===== src/common/clc_pkg.sv =====
// Constants, field layouts and carrier types of the configurable logic cell.
// Assumes a 32-bit APB slave with byte offsets on an 8-bit address.
package clc_pkg;

    // Sizes of the cell.
    localparam int unsigned NUM_IN = 32;
    localparam int unsigned SEL_W = 5;
    localparam int unsigned NUM_GATES = 4;
    localparam int unsigned NUM_PINS = 4;
    localparam int unsigned NUM_CELLS = 3;
    localparam int unsigned ADDR_W = 8;
    localparam int unsigned DATA_W = 32;

    // Input selection codes.
    localparam logic [4:0] SEL_PIN_FIRST = 5'h00;
    localparam logic [4:0] SEL_FB_FIRST = 5'h04;
    localparam logic [4:0] SEL_RSV_A = 5'h07;
    localparam logic [4:0] SEL_RSV_B = 5'h11;
    localparam logic [4:0] SEL_ZERO_CROSS = 5'h13;
    localparam logic [4:0] SEL_PIN_CHANGE = 5'h1b;
    localparam logic [4:0] SEL_CONV_RC = 5'h1c;
    localparam logic [4:0] SEL_SLOW_OSC = 5'h1d;
    localparam logic [4:0] SEL_FAST_OSC = 5'h1e;
    localparam logic [4:0] SEL_SYS_CLK = 5'h1f;

    // Register byte offsets.
    localparam logic [7:0] OFF_CTRL = 8'h00;
    localparam logic [7:0] OFF_POL = 8'h04;
    localparam logic [7:0] OFF_SEL = 8'h08;
    localparam logic [7:0] OFF_GATE = 8'h0c;
    localparam logic [7:0] OFF_FLAG = 8'h10;
    localparam logic [7:0] OFF_MIRROR = 8'h14;

    // Field positions.
    localparam int unsigned CTRL_EN_BIT = 7;
    localparam int unsigned CTRL_OUT_BIT = 5;
    localparam int unsigned CTRL_RISE_BIT = 4;
    localparam int unsigned CTRL_FALL_BIT = 3;
    localparam int unsigned CTRL_MODE_LSB = 0;
    localparam int unsigned MODE_W = 3;
    localparam int unsigned POL_OUT_BIT = 7;
    localparam int unsigned POL_GATE_LSB = 0;
    localparam int unsigned FIELD_STRIDE = 8;
    localparam int unsigned FLAG_BIT = 0;

    // Logic function codes.
    localparam logic [2:0] MODE_AND_OR = 3'h0;
    localparam logic [2:0] MODE_OR_XOR = 3'h1;
    localparam logic [2:0] MODE_AND4 = 3'h2;
    localparam logic [2:0] MODE_SR = 3'h3;
    localparam logic [2:0] MODE_DFF = 3'h4;
    localparam logic [2:0] MODE_DFF2 = 3'h5;
    localparam logic [2:0] MODE_JK = 3'h6;
    localparam logic [2:0] MODE_LATCH = 3'h7;

    typedef struct packed {
        logic [3:0] pin_input;
        logic fast_internal_osc;
        logic slow_internal_osc;
        logic converter_rc_clock;
    } clc_async_s;

    typedef struct packed {
        logic output_invert;
        logic [3:0] gate_invert;
        logic [3:0][4:0] input_select_field;
        logic [3:0][7:0] gate_enable;
    } clc_cfg_s;

    typedef struct packed {
        logic cell_enable_bit;
        logic rise_irq_enable;
        logic fall_irq_enable;
        logic [2:0] logic_function_select;
    } clc_ctrl_s;

    typedef struct packed {
        clc_ctrl_s ctrl;
        logic flag;
        logic out;
        logic out_prev;
        logic seq;
        logic g1_prev;
        logic sysclk_div;
        logic [31:0] prdata;
        logic pslverr;
    } clc_state_s;

    typedef struct packed {
        clc_async_s s1;
        clc_async_s s2;
    } clc_sync_s;

    localparam clc_state_s STATE_RST = '0;
    localparam clc_sync_s SYNC_RST = '0;

endpackage


===== src/verilog/clc_sync.sv =====
// Two-flop synchroniser for the pins and oscillators that feed the cell.
// Assumes the inputs are asynchronous to pclk.
`timescale 1ns/100ps
`default_nettype none
module clc_sync (
    // Clock, reset and freeze.
    input wire logic pclk,
    input wire logic presetn,
    input wire logic ce,
    // Raw and synchronised signals.
    input wire clc_pkg::clc_async_s async_in,
    output var clc_pkg::clc_async_s sync_out
);
    clc_pkg::clc_sync_s q, d;

    // The first stage feeds only the second stage.
    always_comb begin
        d = q;
        d.s1 = async_in;
        d.s2 = q.s1;
    end

    always_ff @(posedge pclk or negedge presetn) begin
        if (!presetn) begin
            q <= clc_pkg::SYNC_RST;
        end else if (ce) begin
            q <= d;
        end
    end

    assign sync_out = q.s2;
endmodule // clc_sync
`default_nettype wire


===== src/verilog/clc_cfg_store.sv =====
// Storage of the selection, gating and polarity settings.
// Assumes write strobes come from the bus slave at the access edge.
`timescale 1ns/100ps
`default_nettype none
module clc_cfg_store (
    // Clock and freeze.
    input wire logic pclk,
    input wire logic ce,
    // Write port.
    input wire logic pol_we,
    input wire logic sel_we,
    input wire logic gate_we,
    input wire logic [31:0] wdata,
    // Stored settings.
    output var clc_pkg::clc_cfg_s cfg
);
    clc_pkg::clc_cfg_s d, q;

    always_comb begin
        d = q;
        if (pol_we) begin
            d.output_invert = wdata[clc_pkg::POL_OUT_BIT];
            d.gate_invert = wdata[clc_pkg::POL_GATE_LSB +: clc_pkg::NUM_GATES];
        end
        for (int k = 0; k < clc_pkg::NUM_GATES; k++) begin
            if (sel_we) begin
                d.input_select_field[k] = wdata[k * clc_pkg::FIELD_STRIDE +: clc_pkg::SEL_W];
            end
            if (gate_we) begin
                d.gate_enable[k] = wdata[k * clc_pkg::FIELD_STRIDE +: clc_pkg::FIELD_STRIDE];
            end
        end
    end

    // No reset: settings are unknown at power-up and survive every reset.
    always_ff @(posedge pclk) begin
        if (ce) begin
            q <= d;
        end
    end

    assign cfg = q;
endmodule // clc_cfg_store
`default_nettype wire


===== src/verilog/clc_cell.sv =====
// One configurable logic cell with its APB register slave.
// Assumes same-clock peripheral and peer-cell signals, asynchronous pins and oscillators.
//
// Behaviour
// Select, gate, combine, then invert the output.
// Four muxes pick from 32 signals each.
// Top codes pick clock and oscillator sources.
// Codes 0 to 3 pick pin inputs.
// Codes 4 to 6 feed back cell outputs.
// Codes pick zero-cross and pin-change signals.
// Select fields start undefined after power-up.
// All settings writable while running.
// Software disables before reconfiguring, enables last.
// Gate passes only its enabled inputs.
// Per-gate bit inverts gate result.
// Three-bit field chooses the logic function.
// One bit inverts the final output.
// Rising and falling detectors watch the output.
// Enabled edge sets the interrupt flag.
// Rise and fall enables live in control.
// Software clears flag; simultaneous edge wins.
// Mirror register holds all cell outputs.
// Reset clears the control register.
// Reset keeps select, gate and polarity.
// Cell keeps running while its sources run.
// Edges compare output with previous cycle.
//
// Design decisions made here: the APB register port and the placing of the registers.
`timescale 1ns/100ps
`default_nettype none
module clc_cell #(
    parameter int unsigned CELL_INDEX = 0
) (
    // Clock, reset and freeze.
    input wire logic pclk,
    input wire logic presetn,
    input wire logic ce,
    // APB slave.
    input wire logic psel,
    input wire logic penable,
    input wire logic pwrite,
    input wire logic [7:0] paddr,
    input wire logic [31:0] pwdata,
    output logic [31:0] prdata,
    output logic pready,
    output logic pslverr,
    // Signal sources.
    input wire clc_pkg::clc_async_s async_in,
    input wire logic [31:0] periph_in,
    input wire logic zero_cross_output,
    input wire logic pin_change_flag,
    input wire logic [2:0] peer_out,
    // Cell results.
    output logic cell_output_bit,
    output logic cell_irq_flag
);
    clc_pkg::clc_state_s q, d;
    clc_pkg::clc_cfg_s cfg;
    clc_pkg::clc_async_s src;
    logic [31:0] in_vec;
    logic [2:0] fb;
    logic [3:0] data_sel;
    logic [3:0] g;
    logic comb_val;
    logic seq_d;
    logic g1_rise;
    logic func_val;
    logic rise;
    logic fall;
    logic flag_set;
    logic flag_clr;
    logic setup;
    logic access;
    logic wr;
    logic ctrl_wr;
    logic [31:0] rdata;

    // Picks one signal of the 32 by its select code.
    function automatic logic pick(input logic [31:0] v, input logic [4:0] s);
        pick = v[s];
    endfunction

    // Ors together the true and negated data enabled into one gate.
    function automatic logic gate_or(input logic [7:0] en, input logic [3:0] dv);
        logic r;
        r = 1'b0;
        for (int j = 0; j < clc_pkg::NUM_GATES; j++) begin
            r = r | (en[2 * j + 1] & dv[j]) | (en[2 * j] & ~dv[j]);
        end
        gate_or = r;
    endfunction

    // Tells whether an address holds a register.
    function automatic logic addr_ok(input logic [7:0] a);
        addr_ok = (a == clc_pkg::OFF_CTRL) || (a == clc_pkg::OFF_POL) ||
                  (a == clc_pkg::OFF_SEL) || (a == clc_pkg::OFF_GATE) ||
                  (a == clc_pkg::OFF_FLAG) || (a == clc_pkg::OFF_MIRROR);
    endfunction

    clc_sync u_sync (
        .pclk(pclk),
        .presetn(presetn),
        .ce(ce),
        .async_in(async_in),
        .sync_out(src)
    );

    clc_cfg_store u_cfg (
        .pclk(pclk),
        .ce(ce),
        .pol_we(wr && (paddr == clc_pkg::OFF_POL)),
        .sel_we(wr && (paddr == clc_pkg::OFF_SEL)),
        .gate_we(wr && (paddr == clc_pkg::OFF_GATE)),
        .wdata(pwdata),
        .cfg(cfg)
    );

    // Bus phases; no transfer completes while frozen.
    assign setup = psel & ~penable;
    assign access = psel & penable;
    assign pready = access & ce;
    assign wr = access & pwrite & ce & addr_ok(paddr);
    assign ctrl_wr = wr & (paddr == clc_pkg::OFF_CTRL);

    // Feedback and mirror copy: peer outputs with this cell's own registered output.
    always_comb begin
        fb = peer_out;
        fb[CELL_INDEX] = q.out;
    end

    // Candidate inputs of the four multiplexers.
    always_comb begin
        in_vec = periph_in;
        in_vec[clc_pkg::SEL_PIN_FIRST +: clc_pkg::NUM_PINS] = src.pin_input;
        in_vec[clc_pkg::SEL_FB_FIRST +: clc_pkg::NUM_CELLS] = fb;
        in_vec[clc_pkg::SEL_RSV_A] = 1'b0;
        in_vec[clc_pkg::SEL_RSV_B] = 1'b0;
        in_vec[clc_pkg::SEL_ZERO_CROSS] = zero_cross_output;
        in_vec[clc_pkg::SEL_PIN_CHANGE] = pin_change_flag;
        in_vec[clc_pkg::SEL_CONV_RC] = src.converter_rc_clock;
        in_vec[clc_pkg::SEL_SLOW_OSC] = src.slow_internal_osc;
        in_vec[clc_pkg::SEL_FAST_OSC] = src.fast_internal_osc;
        in_vec[clc_pkg::SEL_SYS_CLK] = q.sysclk_div;
    end

    // Data selection then gating with per-gate inversion.
    for (genvar k = 0; k < clc_pkg::NUM_GATES; k++) begin : g_gate
        assign data_sel[k] = pick(in_vec, cfg.input_select_field[k]);
        assign g[k] = gate_or(cfg.gate_enable[k], data_sel) ^ cfg.gate_invert[k];
    end

    // Logic function; combinational modes follow their inputs without any stored state.
    always_comb begin
        comb_val = 1'b0;
        seq_d = q.seq;
        g1_rise = g[0] & ~q.g1_prev;
        case (q.ctrl.logic_function_select)
            clc_pkg::MODE_AND_OR: begin
                comb_val = (g[0] & g[1]) | (g[2] & g[3]);
            end
            clc_pkg::MODE_OR_XOR: begin
                comb_val = (g[0] | g[1]) ^ (g[2] | g[3]);
            end
            clc_pkg::MODE_AND4: begin
                comb_val = &g;
            end
            clc_pkg::MODE_SR: begin
                if (g[0] | g[1]) begin
                    seq_d = 1'b1;
                end else if (g[2] | g[3]) begin
                    seq_d = 1'b0;
                end
                comb_val = seq_d;
            end
            clc_pkg::MODE_DFF: begin
                if (g[2]) begin
                    seq_d = 1'b0;
                end else if (g[3]) begin
                    seq_d = 1'b1;
                end else if (g1_rise) begin
                    seq_d = g[1];
                end
                comb_val = seq_d;
            end
            clc_pkg::MODE_DFF2: begin
                if (g[2]) begin
                    seq_d = 1'b0;
                end else if (g1_rise) begin
                    seq_d = g[1] & g[3];
                end
                comb_val = seq_d;
            end
            clc_pkg::MODE_JK: begin
                if (g[2]) begin
                    seq_d = 1'b0;
                end else if (g1_rise) begin
                    seq_d = (g[1] & ~q.seq) | (~g[3] & q.seq);
                end
                comb_val = seq_d;
            end
            default: begin
                if (g[0]) begin
                    seq_d = 1'b0;
                end else if (g[3]) begin
                    seq_d = 1'b1;
                end else if (g[2]) begin
                    seq_d = g[1];
                end
                comb_val = seq_d;
            end
        endcase
        func_val = comb_val ^ cfg.output_invert;
    end

    // Edge detectors compare the output with its previous registered value.
    assign rise = q.out & ~q.out_prev;
    assign fall = ~q.out & q.out_prev;
    assign flag_set = (rise & q.ctrl.rise_irq_enable) | (fall & q.ctrl.fall_irq_enable);
    assign flag_clr = wr & (paddr == clc_pkg::OFF_FLAG) & pwdata[clc_pkg::FLAG_BIT];

    // Register read data.
    always_comb begin
        rdata = '0;
        case (paddr)
            clc_pkg::OFF_CTRL: begin
                rdata[clc_pkg::CTRL_EN_BIT] = q.ctrl.cell_enable_bit;
                rdata[clc_pkg::CTRL_OUT_BIT] = q.out;
                rdata[clc_pkg::CTRL_RISE_BIT] = q.ctrl.rise_irq_enable;
                rdata[clc_pkg::CTRL_FALL_BIT] = q.ctrl.fall_irq_enable;
                rdata[clc_pkg::CTRL_MODE_LSB +: clc_pkg::MODE_W] = q.ctrl.logic_function_select;
            end
            clc_pkg::OFF_POL: begin
                rdata[clc_pkg::POL_OUT_BIT] = cfg.output_invert;
                rdata[clc_pkg::POL_GATE_LSB +: clc_pkg::NUM_GATES] = cfg.gate_invert;
            end
            clc_pkg::OFF_SEL: begin
                for (int k = 0; k < clc_pkg::NUM_GATES; k++) begin
                    rdata[k * clc_pkg::FIELD_STRIDE +: clc_pkg::SEL_W] = cfg.input_select_field[k];
                end
            end
            clc_pkg::OFF_GATE: begin
                rdata = cfg.gate_enable;
            end
            clc_pkg::OFF_FLAG: begin
                rdata[clc_pkg::FLAG_BIT] = q.flag;
            end
            clc_pkg::OFF_MIRROR: begin
                rdata[clc_pkg::NUM_CELLS - 1:0] = fb;
            end
            default: begin
                rdata = '0;
            end
        endcase
    end

    // Next state of the cell.
    always_comb begin
        d = q;
        d.sysclk_div = ~q.sysclk_div;
        if (ctrl_wr) begin
            d.ctrl.cell_enable_bit = pwdata[clc_pkg::CTRL_EN_BIT];
            d.ctrl.rise_irq_enable = pwdata[clc_pkg::CTRL_RISE_BIT];
            d.ctrl.fall_irq_enable = pwdata[clc_pkg::CTRL_FALL_BIT];
            d.ctrl.logic_function_select = pwdata[clc_pkg::CTRL_MODE_LSB +: clc_pkg::MODE_W];
        end
        d.out = q.ctrl.cell_enable_bit & func_val;
        d.seq = q.ctrl.cell_enable_bit & seq_d;
        d.g1_prev = g[0];
        d.out_prev = q.out;
        d.flag = flag_set | (q.flag & ~flag_clr);
        if (setup) begin
            d.prdata = rdata;
            d.pslverr = ~addr_ok(paddr);
        end
    end

    always_ff @(posedge pclk or negedge presetn) begin
        if (!presetn) begin
            q <= clc_pkg::STATE_RST;
        end else if (ce) begin
            q <= d;
        end
    end

    assign prdata = q.prdata;
    assign pslverr = q.pslverr & access;
    assign cell_output_bit = q.out;
    assign cell_irq_flag = q.flag;

    flag_rise_a: assert property (
        @(posedge pclk) disable iff (!presetn)
        ce && rise && q.ctrl.rise_irq_enable |=> q.flag)
        else $error("Enabled rising edge did not set the flag.");

    flag_fall_a: assert property (
        @(posedge pclk) disable iff (!presetn)
        ce && !q.out && $past(q.out) && q.ctrl.fall_irq_enable && !flag_clr |=> q.flag)
        else $error("Enabled falling edge did not set the flag.");

    set_wins_a: assert property (
        @(posedge pclk) disable iff (!presetn)
        ce && flag_set && flag_clr |=> q.flag)
        else $error("Clear won over a simultaneous edge.");

    flag_clear_a: assert property (
        @(posedge pclk) disable iff (!presetn)
        ce && q.flag && flag_clr && !flag_set |=> !q.flag)
        else $error("Flag not cleared by software.");

    out_disabled_a: assert property (
        @(posedge pclk) disable iff (!presetn)
        ce && !q.ctrl.cell_enable_bit |=> !cell_output_bit)
        else $error("Disabled cell drives its output.");

    xor_invert_a: assert property (
        @(posedge pclk) disable iff (!presetn)
        ce && q.ctrl.cell_enable_bit && q.ctrl.logic_function_select == clc_pkg::MODE_OR_XOR
        |=> q.out == $past(((g[0] | g[1]) ^ (g[2] | g[3])) ^ cfg.output_invert))
        else $error("Output does not follow function and polarity.");

    gate_empty_a: assert property (
        @(posedge pclk) disable iff (!presetn)
        ce && q.ctrl.cell_enable_bit && q.ctrl.logic_function_select == clc_pkg::MODE_AND4 &&
        cfg.gate_enable == '0 |=> q.out == $past((&cfg.gate_invert) ^ cfg.output_invert))
        else $error("Empty gates do not follow their polarity.");

    edge_seen_a: assert property (
        @(posedge pclk) disable iff (!presetn)
        ce && !q.out ##1 ce && q.out |-> rise)
        else $error("Rising output edge not detected.");

    edge_pulse_a: assert property (
        @(posedge pclk) disable iff (!presetn)
        ce && (rise || fall) |=> !(rise || fall) || (q.out != $past(q.out)))
        else $error("Edge pulse longer than one cycle.");

    mirror_read_a: assert property (
        @(posedge pclk) disable iff (!presetn)
        ce && setup && paddr == clc_pkg::OFF_MIRROR |=> prdata[CELL_INDEX] == $past(q.out))
        else $error("Mirror read misses the cell output.");

    reset_ctrl_a: assert property (
        @(posedge pclk)
        $rose(presetn) |-> q.ctrl == '0 && !q.flag)
        else $error("Control not cleared by reset.");
endmodule // clc_cell
`default_nettype wire


===== config.mk =====
export PLATFORM = sky130hd
export DESIGN_NAME = clc_cell
export DESIGN_NICKNAME = d
export VERILOG_FILES = /design/src/common/clc_pkg.sv /design/src/verilog/clc_sync.sv /design/src/verilog/clc_cfg_store.sv /design/src/verilog/clc_cell.sv
export SDC_FILE = /design/constraint.sdc
export NUM_CORES = 1
export LEC_CHECK = 0
export ABC_AREA = 0
export BUFFER_PORTS_ARGS = -buffer_cell sky130_fd_sc_hd__buf_4
export CORE_UTILIZATION = 30
export DETAILED_ROUTE_END_ITERATION = 10
export PLACE_DENSITY = 0.56
export SYNTH_ARGS = -nofsm -noshare
export SYNTH_HDL_FRONTEND = slang
export SYNTH_HIERARCHICAL = 1
export SYNTH_SLANG_ARGS = --single-unit

===== constraint.sdc =====
create_clock -name pclk -period 4.9 [get_ports pclk]
set_input_delay 1.225 -clock pclk [delete_from_list [all_inputs] [get_ports pclk]]
set_output_delay 1.225 -clock pclk [all_outputs]
set_load 0.01 [all_outputs]

# After elaboration in Yosys (flattened, before gate mapping)
# Index checks and enable logic that the tools add are counted.
# totals
regBits	116
inputBits	90
word_cells	205
out_inout_bits	36
# classes
reduce_logical	17
n_mux	35
magnitude_cmp	4
n_eq_ne	11
bitwise	108
# op_table
operator	count
1-bit bitwise AND	55
1-bit bitwise OR	34
5-bit case mux with 2 select lines	3
5-bit by 6-bit less-than comparator with 1-bit output, second input constant	4
1-bit binary-select mux with 5-bit select	4
1-bit 2-to-1 mux	17
8-bit by 4-bit == test with 1-bit output, second input constant	2
8-bit by 5-bit == test with 1-bit output, second input constant	2
1-bit inverter	13
2-bit case mux with 5 select lines	1
2-bit AND reduction	5
3-bit == test, second input constant	3
3-bit 2-to-1 mux	3
8-bit by 3-bit == test with 1-bit output, second input constant	1
8-bit zero test	1
1-bit case mux with 7 select lines	1
3-bit by 2-bit == test with 1-bit output, second input constant	2
1-bit case mux with 3 select lines	2
1-bit case mux with 6 select lines	1
1-bit XOR	6
1-bit logical OR	5
1-bit case mux with 5 select lines	1
1-bit case mux with 4 select lines	1
4-bit AND reduction	1
other kinds (5)	7

# Longest topological paths before layout
# Gate-level depths: netlist (run 1).
# depth
word_depth	20
depth_mapped	14
ltp_nobuf	11

# Cells and area by module
# The synthesis (run 1) kept the hierarchy.
# by_module_without_submodules
mod	area_each_um2	seq_area_each_um2	n_inst	cells_per_inst
clc_cell	4167.7	1126.1	1	440
clc_cfg_store	1730.4	1711.6	1	60
clc_sync	519.2	350.3	1	29

# Worst setup path after synthesis (run 1)
# Ideal clock, no wire load.
# synth_path
kind	input to register
start	in periph_in[26]
end	reg q (netlist bit cell_output_bit)
n_path_buf	0
required_time_ns	4.796
t_arrival_ns	4.134
slack_ns	0.662
setup_ns	0.104
cell_stages	11
path_cell_list	mux4_1 -> mux2_2 -> a221o_1 -> and2_4 -> a2111oi_4 -> a31oi_2 -> o221ai_2 -> a41oi_1 -> or4_4 -> a311o_1 -> o311ai_1
# synth_between
elab_chain_cells	20
word_cells_on_any_way	104
cone_classes	mux (21); bitwise (82); reduce/logical (1)
# synth_rtl
element	line	rtl
start, declared	clc_cell.sv:49	input wire logic [31:0] periph_in,
1-bit binary-select mux with 5-bit select	clc_cell.sv:80	pick = v[s];
1-bit 2-to-1 mux (not written as such)	clc_cell.sv:80	
1-bit inverter	clc_cell.sv:88	r = r | (en[2 * j + 1] & dv[j]) | (en[2 * j] & ~dv[j]);
1-bit bitwise AND	clc_cell.sv:88	
1-bit bitwise OR (7 in a row)	clc_cell.sv:88	
1-bit XOR	clc_cell.sv:149	assign g[k] = gate_or(cfg.gate_enable[k], data_sel) ^ cfg.gate_invert[k];
1-bit inverter	clc_cell.sv:197	seq_d = (g[1] & ~q.seq) | (~g[3] & q.seq);
1-bit bitwise AND	clc_cell.sv:197	
1-bit bitwise OR	clc_cell.sv:197	
1-bit 2-to-1 mux	clc_cell.sv:196	end else if (g1_rise) begin
1-bit 2-to-1 mux	clc_cell.sv:194	if (g[2]) begin
1-bit case mux with 7 select lines (*)	clc_cell.sv:157	case (q.ctrl.logic_function_select)
1-bit XOR (*)	clc_cell.sv:212	func_val = comb_val ^ cfg.output_invert;
1-bit bitwise AND (*)	clc_cell.sv:266	d.out = q.ctrl.cell_enable_bit & func_val;
end signal, assigned	clc_cell.sv:279	q <= clc_pkg::STATE_RST;
end, declared	clc_cell.sv:57	clc_pkg::clc_state_s q, d;
# Every way passes the cells marked *; elsewhere a longest branch is shown, timed or not. The select of a mux whose other input is x is not followed.
# A chain may end at the register's enable or synchronous reset.

# Worst setup path after layout (run 1)
# layout_path
start	in pin_change_flag
end	reg q (netlist bit cell_output_bit)
# layout_between
elab_chain_cells	20
word_cells_on_any_way	104
cone_classes	mux (21); bitwise (82); reduce/logical (1)
# layout_rtl
element	line	rtl
start, declared	clc_cell.sv:51	input wire logic pin_change_flag,
1-bit binary-select mux with 5-bit select	clc_cell.sv:80	
1-bit 2-to-1 mux (not written as such)	clc_cell.sv:80	
1-bit inverter	clc_cell.sv:88	
1-bit bitwise AND	clc_cell.sv:88	
1-bit bitwise OR (7 in a row)	clc_cell.sv:88	
1-bit XOR	clc_cell.sv:149	
1-bit inverter	clc_cell.sv:197	
1-bit bitwise AND	clc_cell.sv:197	
1-bit bitwise OR	clc_cell.sv:197	
1-bit 2-to-1 mux	clc_cell.sv:196	
1-bit 2-to-1 mux	clc_cell.sv:194	
1-bit case mux with 7 select lines (*)	clc_cell.sv:157	
1-bit XOR (*)	clc_cell.sv:212	
1-bit bitwise AND (*)	clc_cell.sv:266	
# Marked as above.

==> results of run 1 <==
==> final cells by class <==
cell class | count | share of cell area (%)
repair buffers | 117 | 11.3
clock inverters | 12 | 1.03
well taps | 275 | 4.42
multi-input cells | 332 | 35.5
inverters | 15 | 0.724
clock buffers | 20 | 6.02
flip-flops and latches | 116 | 41.0
==> cell usage in the layout (no fill, tap or decap), types with 7 or more instances in the layout <==
cell                        count
sky130_fd_sc_hd__a22oi_1       20
sky130_fd_sc_hd__buf_4        117
sky130_fd_sc_hd__clkbuf_16     18
sky130_fd_sc_hd__dfrtp_1       59
sky130_fd_sc_hd__edfxtp_1      57
sky130_fd_sc_hd__inv_1         15
sky130_fd_sc_hd__mux2_2        30
sky130_fd_sc_hd__mux2i_1       31
sky130_fd_sc_hd__mux4_1         7
sky130_fd_sc_hd__mux4_2        15
sky130_fd_sc_hd__nand2_1       58
sky130_fd_sc_hd__nand3_1        9
sky130_fd_sc_hd__nor2_1        13
sky130_fd_sc_hd__o21ai_0       39
==> per-layer routing <==
metal / vias up / GRT usage (%) / share of wire, %
met4: 0 / 6.80 / 2.1
met2: 183 / 25.8 / 46
met3: 27 / 4.42 / 6.3
met1: 2291 / 22.8 / 46
met5: - / 0 / 0
li1: 2147 / - / -
==> registers in the layout (all words and copies together), names as in the netlist <==
register,count
u_sync/d,7
cell_irq_flag,1
u_sync/sync_out,7
u_cfg/cfg,57
prdata,32
q,10
in_vec,1
cell_output_bit,1
==> per-stage QoR <==
stage / hold WS, ns / total power [mW] / instance area, µm² / utilization (%)
5_1_grt: 0.498 / 2.48 / 7780 / 37.0
4_1_cts: 0.485 / 2.42 / 7780 / 37.0
3_3_place_gp: 0.461 / 1.27 / 7230 / 34.4
3_5_place_dp: 0.472 / 1.27 / 7230 / 34.4
6_report: 0.476 / 2.40 / 7780 / 37.0
2_1_floorplan: 0.443 / 1.17 / 6420 / -
==> cell families after synthesis <==
kind of cell,Yosys count,synth area share [%]
simple gates,123,9.81
compound gates,122,14.3
xor+xnor,3,0.410
mux,84,18.5
flops,116,49.7
buf+inv,81,7.29
==> worst max-delay path: stages <==
cell	delay, ns
sky130_fd_sc_hd__buf_4	0.13
sky130_fd_sc_hd__mux4_2	0.46
sky130_fd_sc_hd__mux2_2	0.29
sky130_fd_sc_hd__a221o_1	0.39
sky130_fd_sc_hd__and2_1	0.24
sky130_fd_sc_hd__o2111ai_2	0.28
sky130_fd_sc_hd__o31a_1	0.27
sky130_fd_sc_hd__or2_0	0.34
sky130_fd_sc_hd__a2111oi_2	0.13
sky130_fd_sc_hd__or4_4	0.51
sky130_fd_sc_hd__a311o_1	0.28
sky130_fd_sc_hd__o311ai_1	0.09
==> worst paths after layout <==
check	start	slack [ns]	endpoint
max in group asynchronous	presetn	3.47	prdata[20]
worst min-delay path	prdata[22]	0.48	prdata[22]
worst max register to register	u_cfg/cfg[48]	0.61	cell_output_bit
min in group asynchronous	presetn	0.88	u_sync/d[6]
worst min register to register	prdata[22]	0.48	prdata[22]
worst max-delay path	pin_change_flag	0.56	cell_output_bit
==> power by group through the flow <==
stage / sequential (mW) / clock [mW] / combinational, mW
floorplan: 1.08 / 0 / 0.0934
global placement: 1.08 / 0 / 0.181
detailed placement: 1.09 / 0 / 0.185
CTS: 1.07 / 1.16 / 0.186
global route: 1.07 / 1.20 / 0.200
finish: 1.07 / 1.14 / 0.184
==> metrics.yaml, run 1 <==
floorplan:
  die_width_um: 148
  die_height_um: 148
  core_region_area_um2: 21000
  area_of_the_die_um2: 22000
  initial_utilization_pct: 30.5
  core.rowCount: 53
  design.portCount: 126
logic_synthesis:
  synth_largest_type_area_fraction_pct: 26.7
  cell_with_the_most_instances_after_synthesis: "sky130_fd_sc_hd__dfrtp_1"
  ys.flop_type: "sky130_fd_sc_hd__dfrtp_1"
  synth_cells: 529
  synthesis.area_um2: 6420
  post_synth.cell_area_avg_um2: 12.1
  synth.cells.most_frequent: "sky130_fd_sc_hd__dfrtp_1 (59), sky130_fd_sc_hd__nand2_1 (58), sky130_fd_sc_hd__edfxtp_1 (57), sky130_fd_sc_hd__o21ai_0 (39), sky130_fd_sc_hd__buf_4 (32)"
  synth-seq-area-share_pct: 49.7
  synth.top_cells.by_area: "sky130_fd_sc_hd__edfxtp_1 (27%), sky130_fd_sc_hd__dfrtp_1 (23%), sky130_fd_sc_hd__mux2_2 (5.3%), sky130_fd_sc_hd__mux4_2 (5.3%), sky130_fd_sc_hd__mux2i_1 (4.8%)"
  synth-edff-count: 57
  post_synth_num_cell_types: 74
  synth-seq-cells: 116
  async_reset_ff_share_pct: 50.9
  yosysWarningCount: 6
  cell_type_with_the_largest_total_area_after_synthesis: "sky130_fd_sc_hd__edfxtp_1"
  syn_nets: 619
pwr:
  vdd_drop_max_mv: 0.241
  leakagePower_nw: 3.08
  p_per_area_nw_per_um2: 308
  total_switching_power_uw: 567
  power_frac_seq_pct: 44.6
  power_switching_share_pct: 23.6
  power_share_of_the_combinational_group_pct: 7.7
  internal_power_mw: 1.83
  clock_power_share_pct: 47.7
setup_path:
  worst_case_reg_to_reg_path_depth: 11
  timing.critical_path.arrival_ns: 4.65
  crit_path_max_fanout: 6
  endpoint_required_time_on_the_critical_path_ns: 5.21
  critPathCaptureType: "register"
  critical_path_class: "input port to register"
  startpoint_type: "input port"
timing:
  fmax_achieved_ghz: 0.230
  final.setup.tns_ns: 0
  rsz_0062_raised_after_global_routing: "no"
  final-setup-viol-count: 0
  worst_slack_ns: 0.555
  timing.clock.skew_ns: 0.0130
  timing.final.crit_share_pct: 88.7
  worst_slew_margin_rel_pct: 46.2
  period_needed_ns: 4.34
  timing_max_transition_violations_final: 0
  tightestPinTransition_ns: 0.807
  final-hold-violation-count: 0
placed_design:
  port_buffers: 109
  gp_congestion: 0.875
  post-place-ws_ns: 0.159
  hpwlAfterDp_um: 13300
  number_of_cells_after_detailed_placement: 855
clocking:
  cts_buffer_depth: 2
  post_cts_resized: 0
  clock-sinks: 116
  cts-root-buf: "sky130_fd_sc_hd__clkbuf_16"
  cts_tree: "yes"
  numCtsBuffers: 17
  clock_latency_ns: 0.42
  clk_pin_slew_ns: 0.06
  cts-htree-levels: 4
  hold_bufs_inserted_after_cts: 0
  post_cts_setup_buffers: 0
global_route:
  wire_length_of_the_first_global_routing_pass_um: 27200
  global_route.overflow_total: 0
  grt_max_degree: 67
  grt_pass1_vias: 4639
  number_of_antenna_violations_at_the_first_check_in_global_routing: 0
  grtUsageTotal_pct: 16.9
route:
  detail_route.drc_violations: 0
  drt_first_iter_violations: 330
  firstDrtPassIters: 5
  routed_wire_length_per_instance_um: 20.0
  routed_via_count_divided_by_cell_count: 5.24
  drt_total_wl_um: 17800
  via_count: 4648
  ant_nets: 0
final_layout:
  area.growth.synth_to_final_pct: 21.2
  diodes: 0
  num-nets-final: 689
  final.fill_count: 2050
  post_route_cells_drive_above_1_share_pct: 34.8
  post_layout_nonfiller_instances: 887
  area.sequential_um2: 3190
  total_area_of_multi_input_combinational_cells_um2: 2760
job:
  cap_violations: 0
min_path:
  min_path_type: "register to register"
  min_path_cells: 2
status:
  outcome: "finished, final reports clean"
Power figures use the tool's default switching activity.
==> run 2: changes to the inputs <==
PLACE_DENSITY = 0.59   (was 0.56)
==> metrics.yaml, run 2 (synthesis results as in run 1) <==
timing:
  fin_hold_ws_ns: 0.478  # +0.00197 ns
  final-setup-viol-count: 0  # unchanged
  timing.final.crit_share_pct: 87.9  # -0.80 points
  final-hold-violation-count: 0  # unchanged
  period_needed_ns: 4.31  # -0.0394 ns
  final.setup.tns_ns: 0  # unchanged
  rsz_0062_raised_after_global_routing: "no"
  tightestPinTransition_ns: 0.797  # -0.0109 ns
  worst_slew_margin_rel_pct: 46.9  # +0.72 points
  fmax_achieved_ghz: 0.232  # +0.92%
  timing.clock.skew_ns: 0.0122  # -0.000735 ns
  timing_max_transition_violations_final: 0  # unchanged
global_route:
  met2_resource_use_gr_pct: 25.8  # about the same
  globalRouteMet3Util_pct: 4.48  # +0.061 points
  grt_pass1_vias: 4587  # -1.1%
  global_route.overflow_total: 0  # unchanged
  number_of_antenna_violations_at_the_first_check_in_global_routing: 0  # unchanged
  grt_max_degree: 67  # unchanged
  grtUsageTotal_pct: 16.5  # -0.38 points
  wire_length_of_the_first_global_routing_pass_um: 27000  # -0.89%
  most_heavily_used_metal_layer_in_global_routing: "met2"
  use_met1_pct: 21.8  # -1.0 points
pwr:
  leakagePower_nw: 3.09  # about the same
  total_switching_power_uw: 591  # +4.4%
  p_per_area_nw_per_um2: 315  # +2.1%
  power_share_of_the_combinational_group_pct: 7.5  # -0.2 points
  power_switching_share_pct: 24.1  # +0.51 points
  internal_power_mw: 1.86  # +1.5%
  power_frac_seq_pct: 43.6  # -1.0 points
  clock_power_share_pct: 48.9  # +1.2 points
  vdd_drop_max_mv: 0.240  # about the same
final_layout:
  post_layout_nonfiller_instances: 885  # -0.23%
  largest_register_ffs: 57  # unchanged
  diodes: 0  # unchanged
  most-common-layout-cells: "sky130_fd_sc_hd__buf_4 (115), sky130_fd_sc_hd__dfrtp_1 (59), sky130_fd_sc_hd__nand2_1 (58)"
  final.fill_count: 2046  # -0.20%
  most_common_cell_after_layout_fill_and_taps_aside: "sky130_fd_sc_hd__buf_4"
  post_route_cells_drive_above_1_share_pct: 34.6  # -0.21 points
  area.growth.synth_to_final_pct: 21.3  # about the same
  area.sequential_um2: 3190  # unchanged
  num-nets-final: 687  # -0.29%
  total_area_of_multi_input_combinational_cells_um2: 2760  # unchanged
clocking:
  hold_bufs_inserted_after_cts: 0  # unchanged
  cts-htree-levels: 4  # unchanged
  post_cts_resized: 0  # unchanged
  cts_buffer_depth: 2  # unchanged
  numCtsBuffers: 17  # unchanged
  clock-sinks: 116  # unchanged
  cts_tree: "yes"
  clock_latency_ns: 0.43  # about the same
  clk_pin_slew_ns: 0.06  # about the same
  post_cts_setup_buffers: 0  # unchanged
  cts-root-buf: "sky130_fd_sc_hd__clkbuf_16"
floorplan:
  die_width_um: 148  # unchanged
  core.rowCount: 53  # unchanged
  design.portCount: 126  # unchanged
  die_height_um: 148  # unchanged
  area_of_the_die_um2: 22000  # unchanged
  initial_utilization_pct: 30.5  # unchanged
  core_region_area_um2: 21000  # unchanged
setup_path:
  crit_slowest_cell: "sky130_fd_sc_hd__or4_4"
  worst_case_reg_to_reg_path_depth: 11  # unchanged
  path_delay_family: "compound AO/OA/AOI/OAI gates"
  crit_start: "periph_in[26]"
  crit_path_max_fanout: 5  # -1
  worstReg2RegEnd: "cell_output_bit"
  crit_cells: 12  # unchanged
  startpoint_type: "input port"
  endpoint_required_time_on_the_critical_path_ns: 5.22  # about the same
  critical_path_class: "input port to register"
  critical_path.max_stage_delay_ns: 0.55  # +0.04 ns
  critPathCaptureType: "register"
  critical_path_buf_inv_count: 1  # unchanged
  timing.critical_path.arrival_ns: 4.62  # -0.03 ns
  cp_cell_sequence: "buf_4 > mux4_1 > mux2_2 > a221o_1 > and2_4 > a2111oi_4 > a31oi_2 > nor2_1 > a311oi_1 > or4_4 > a311o_1 > o311ai_1"
  capturing_element_of_the_worst_setup_path: "cell_output_bit"
  critical_path.reg2reg.startpoint: "u_cfg/cfg[48]"
  rrSetupSlack_ns: 0.63  # +0.02 ns
placed_design:
  port_buffers: 109  # unchanged
  hpwlAfterDp_um: 13200  # -0.38%
  number_of_cells_after_detailed_placement: 853  # -0.23%
  gp_congestion: 0.876  # about the same
status:
  outcome: "finished, final reports clean"
route:
  drt_first_iter_violations: 350  # +6.1%
  via_count: 4691  # +0.93%
  drt_total_wl_um: 17700  # -0.46%
  ant_nets: 0  # unchanged
  detail_route.drc_violations: 0  # unchanged
  firstDrtPassIters: 5  # unchanged
  routed_wire_length_per_instance_um: 20.0  # -0.24%
  routed_via_count_divided_by_cell_count: 5.30  # +1.2%
min_path:
  min_path_type: "register to register"
job:
  cap_violations: 0  # unchanged
==> run 2: cell types whose count changed in the layout (fill, tap and decap cells not counted), sizes merged <==
| cell | change |
|---|---|
| clkinv | -4 |
| buf | -2 |
| inv | +5 |
| clkinvlp | -1 |
==> run 2: final cells by class <==
cell class | instances | area share [%]
Clock inverter | 12 | 1.17
Tap cell | 275 | 4.42
Multi-Input combinational cell | 332 | 35.5
Clock buffer | 20 | 6.16
Timing Repair Buffer | 115 | 11.1
Sequential cell | 116 | 41.0
Inverter | 15 | 0.723
==> run 2: worst register-to-register path, stage by stage, from the launching register on <==
cell                        delay [ns]
sky130_fd_sc_hd__edfxtp_1         0.75
sky130_fd_sc_hd__mux4_2           0.59
sky130_fd_sc_hd__mux2_2           0.30
sky130_fd_sc_hd__a221o_1          0.40
sky130_fd_sc_hd__and2_1           0.24
sky130_fd_sc_hd__o2111ai_2        0.27
sky130_fd_sc_hd__o31a_1           0.27
sky130_fd_sc_hd__or2_0            0.33
sky130_fd_sc_hd__a2111oi_2        0.12
sky130_fd_sc_hd__or4_4            0.50
sky130_fd_sc_hd__a311o_1          0.29
sky130_fd_sc_hd__o311ai_1         0.09
==> run 2: power groups by stage <==
stage          clock network [mW]  registers [mW]  logic [mW]
3_3_place_gp                    0            1.08       0.179
2_1_floorplan                   0            1.08      0.0934
4_1_cts                      1.22            1.07       0.186
6_report                     1.20            1.07       0.183
5_1_grt                      1.27            1.07       0.199
3_5_place_dp                    0            1.09       0.185
==> run 2: layer usage <==
metal | vias to the layer above | part of all wire [%]
met2 | 170 | 47
li1 | 2154 | -
met3 | 24 | 6.2
met5 | - | 0
met1 | 2343 | 45
met4 | 0 | 1.7
==> run 2: worst min path at each step <==
stage          depth (start not counted)          to  slack (ns)  startpoint
2_1_floorplan                          2        q[0]        0.44        q[0]
3_3_place_gp                           2        q[0]        0.46        q[0]
3_5_place_dp                           2  prdata[21]        0.48  prdata[21]
4_1_cts                                2  prdata[21]        0.49  prdata[21]
5_1_grt                                2  prdata[21]        0.50  prdata[21]
6_report                               2  prdata[21]        0.48  prdata[21]
==> run 2: per-stage QoR <==
step	instance area [µm²]	power (mW)	worst slack [ns]	util, %
finish	7780	2.45	0.595	37.0
global route	7780	2.54	0.457	37.0
CTS	7780	2.47	0.620	37.0
detailed placement	7210	1.27	0.205	34.3
global placement	7210	1.26	0.224	34.3
floorplan	6420	1.17	0.662	-
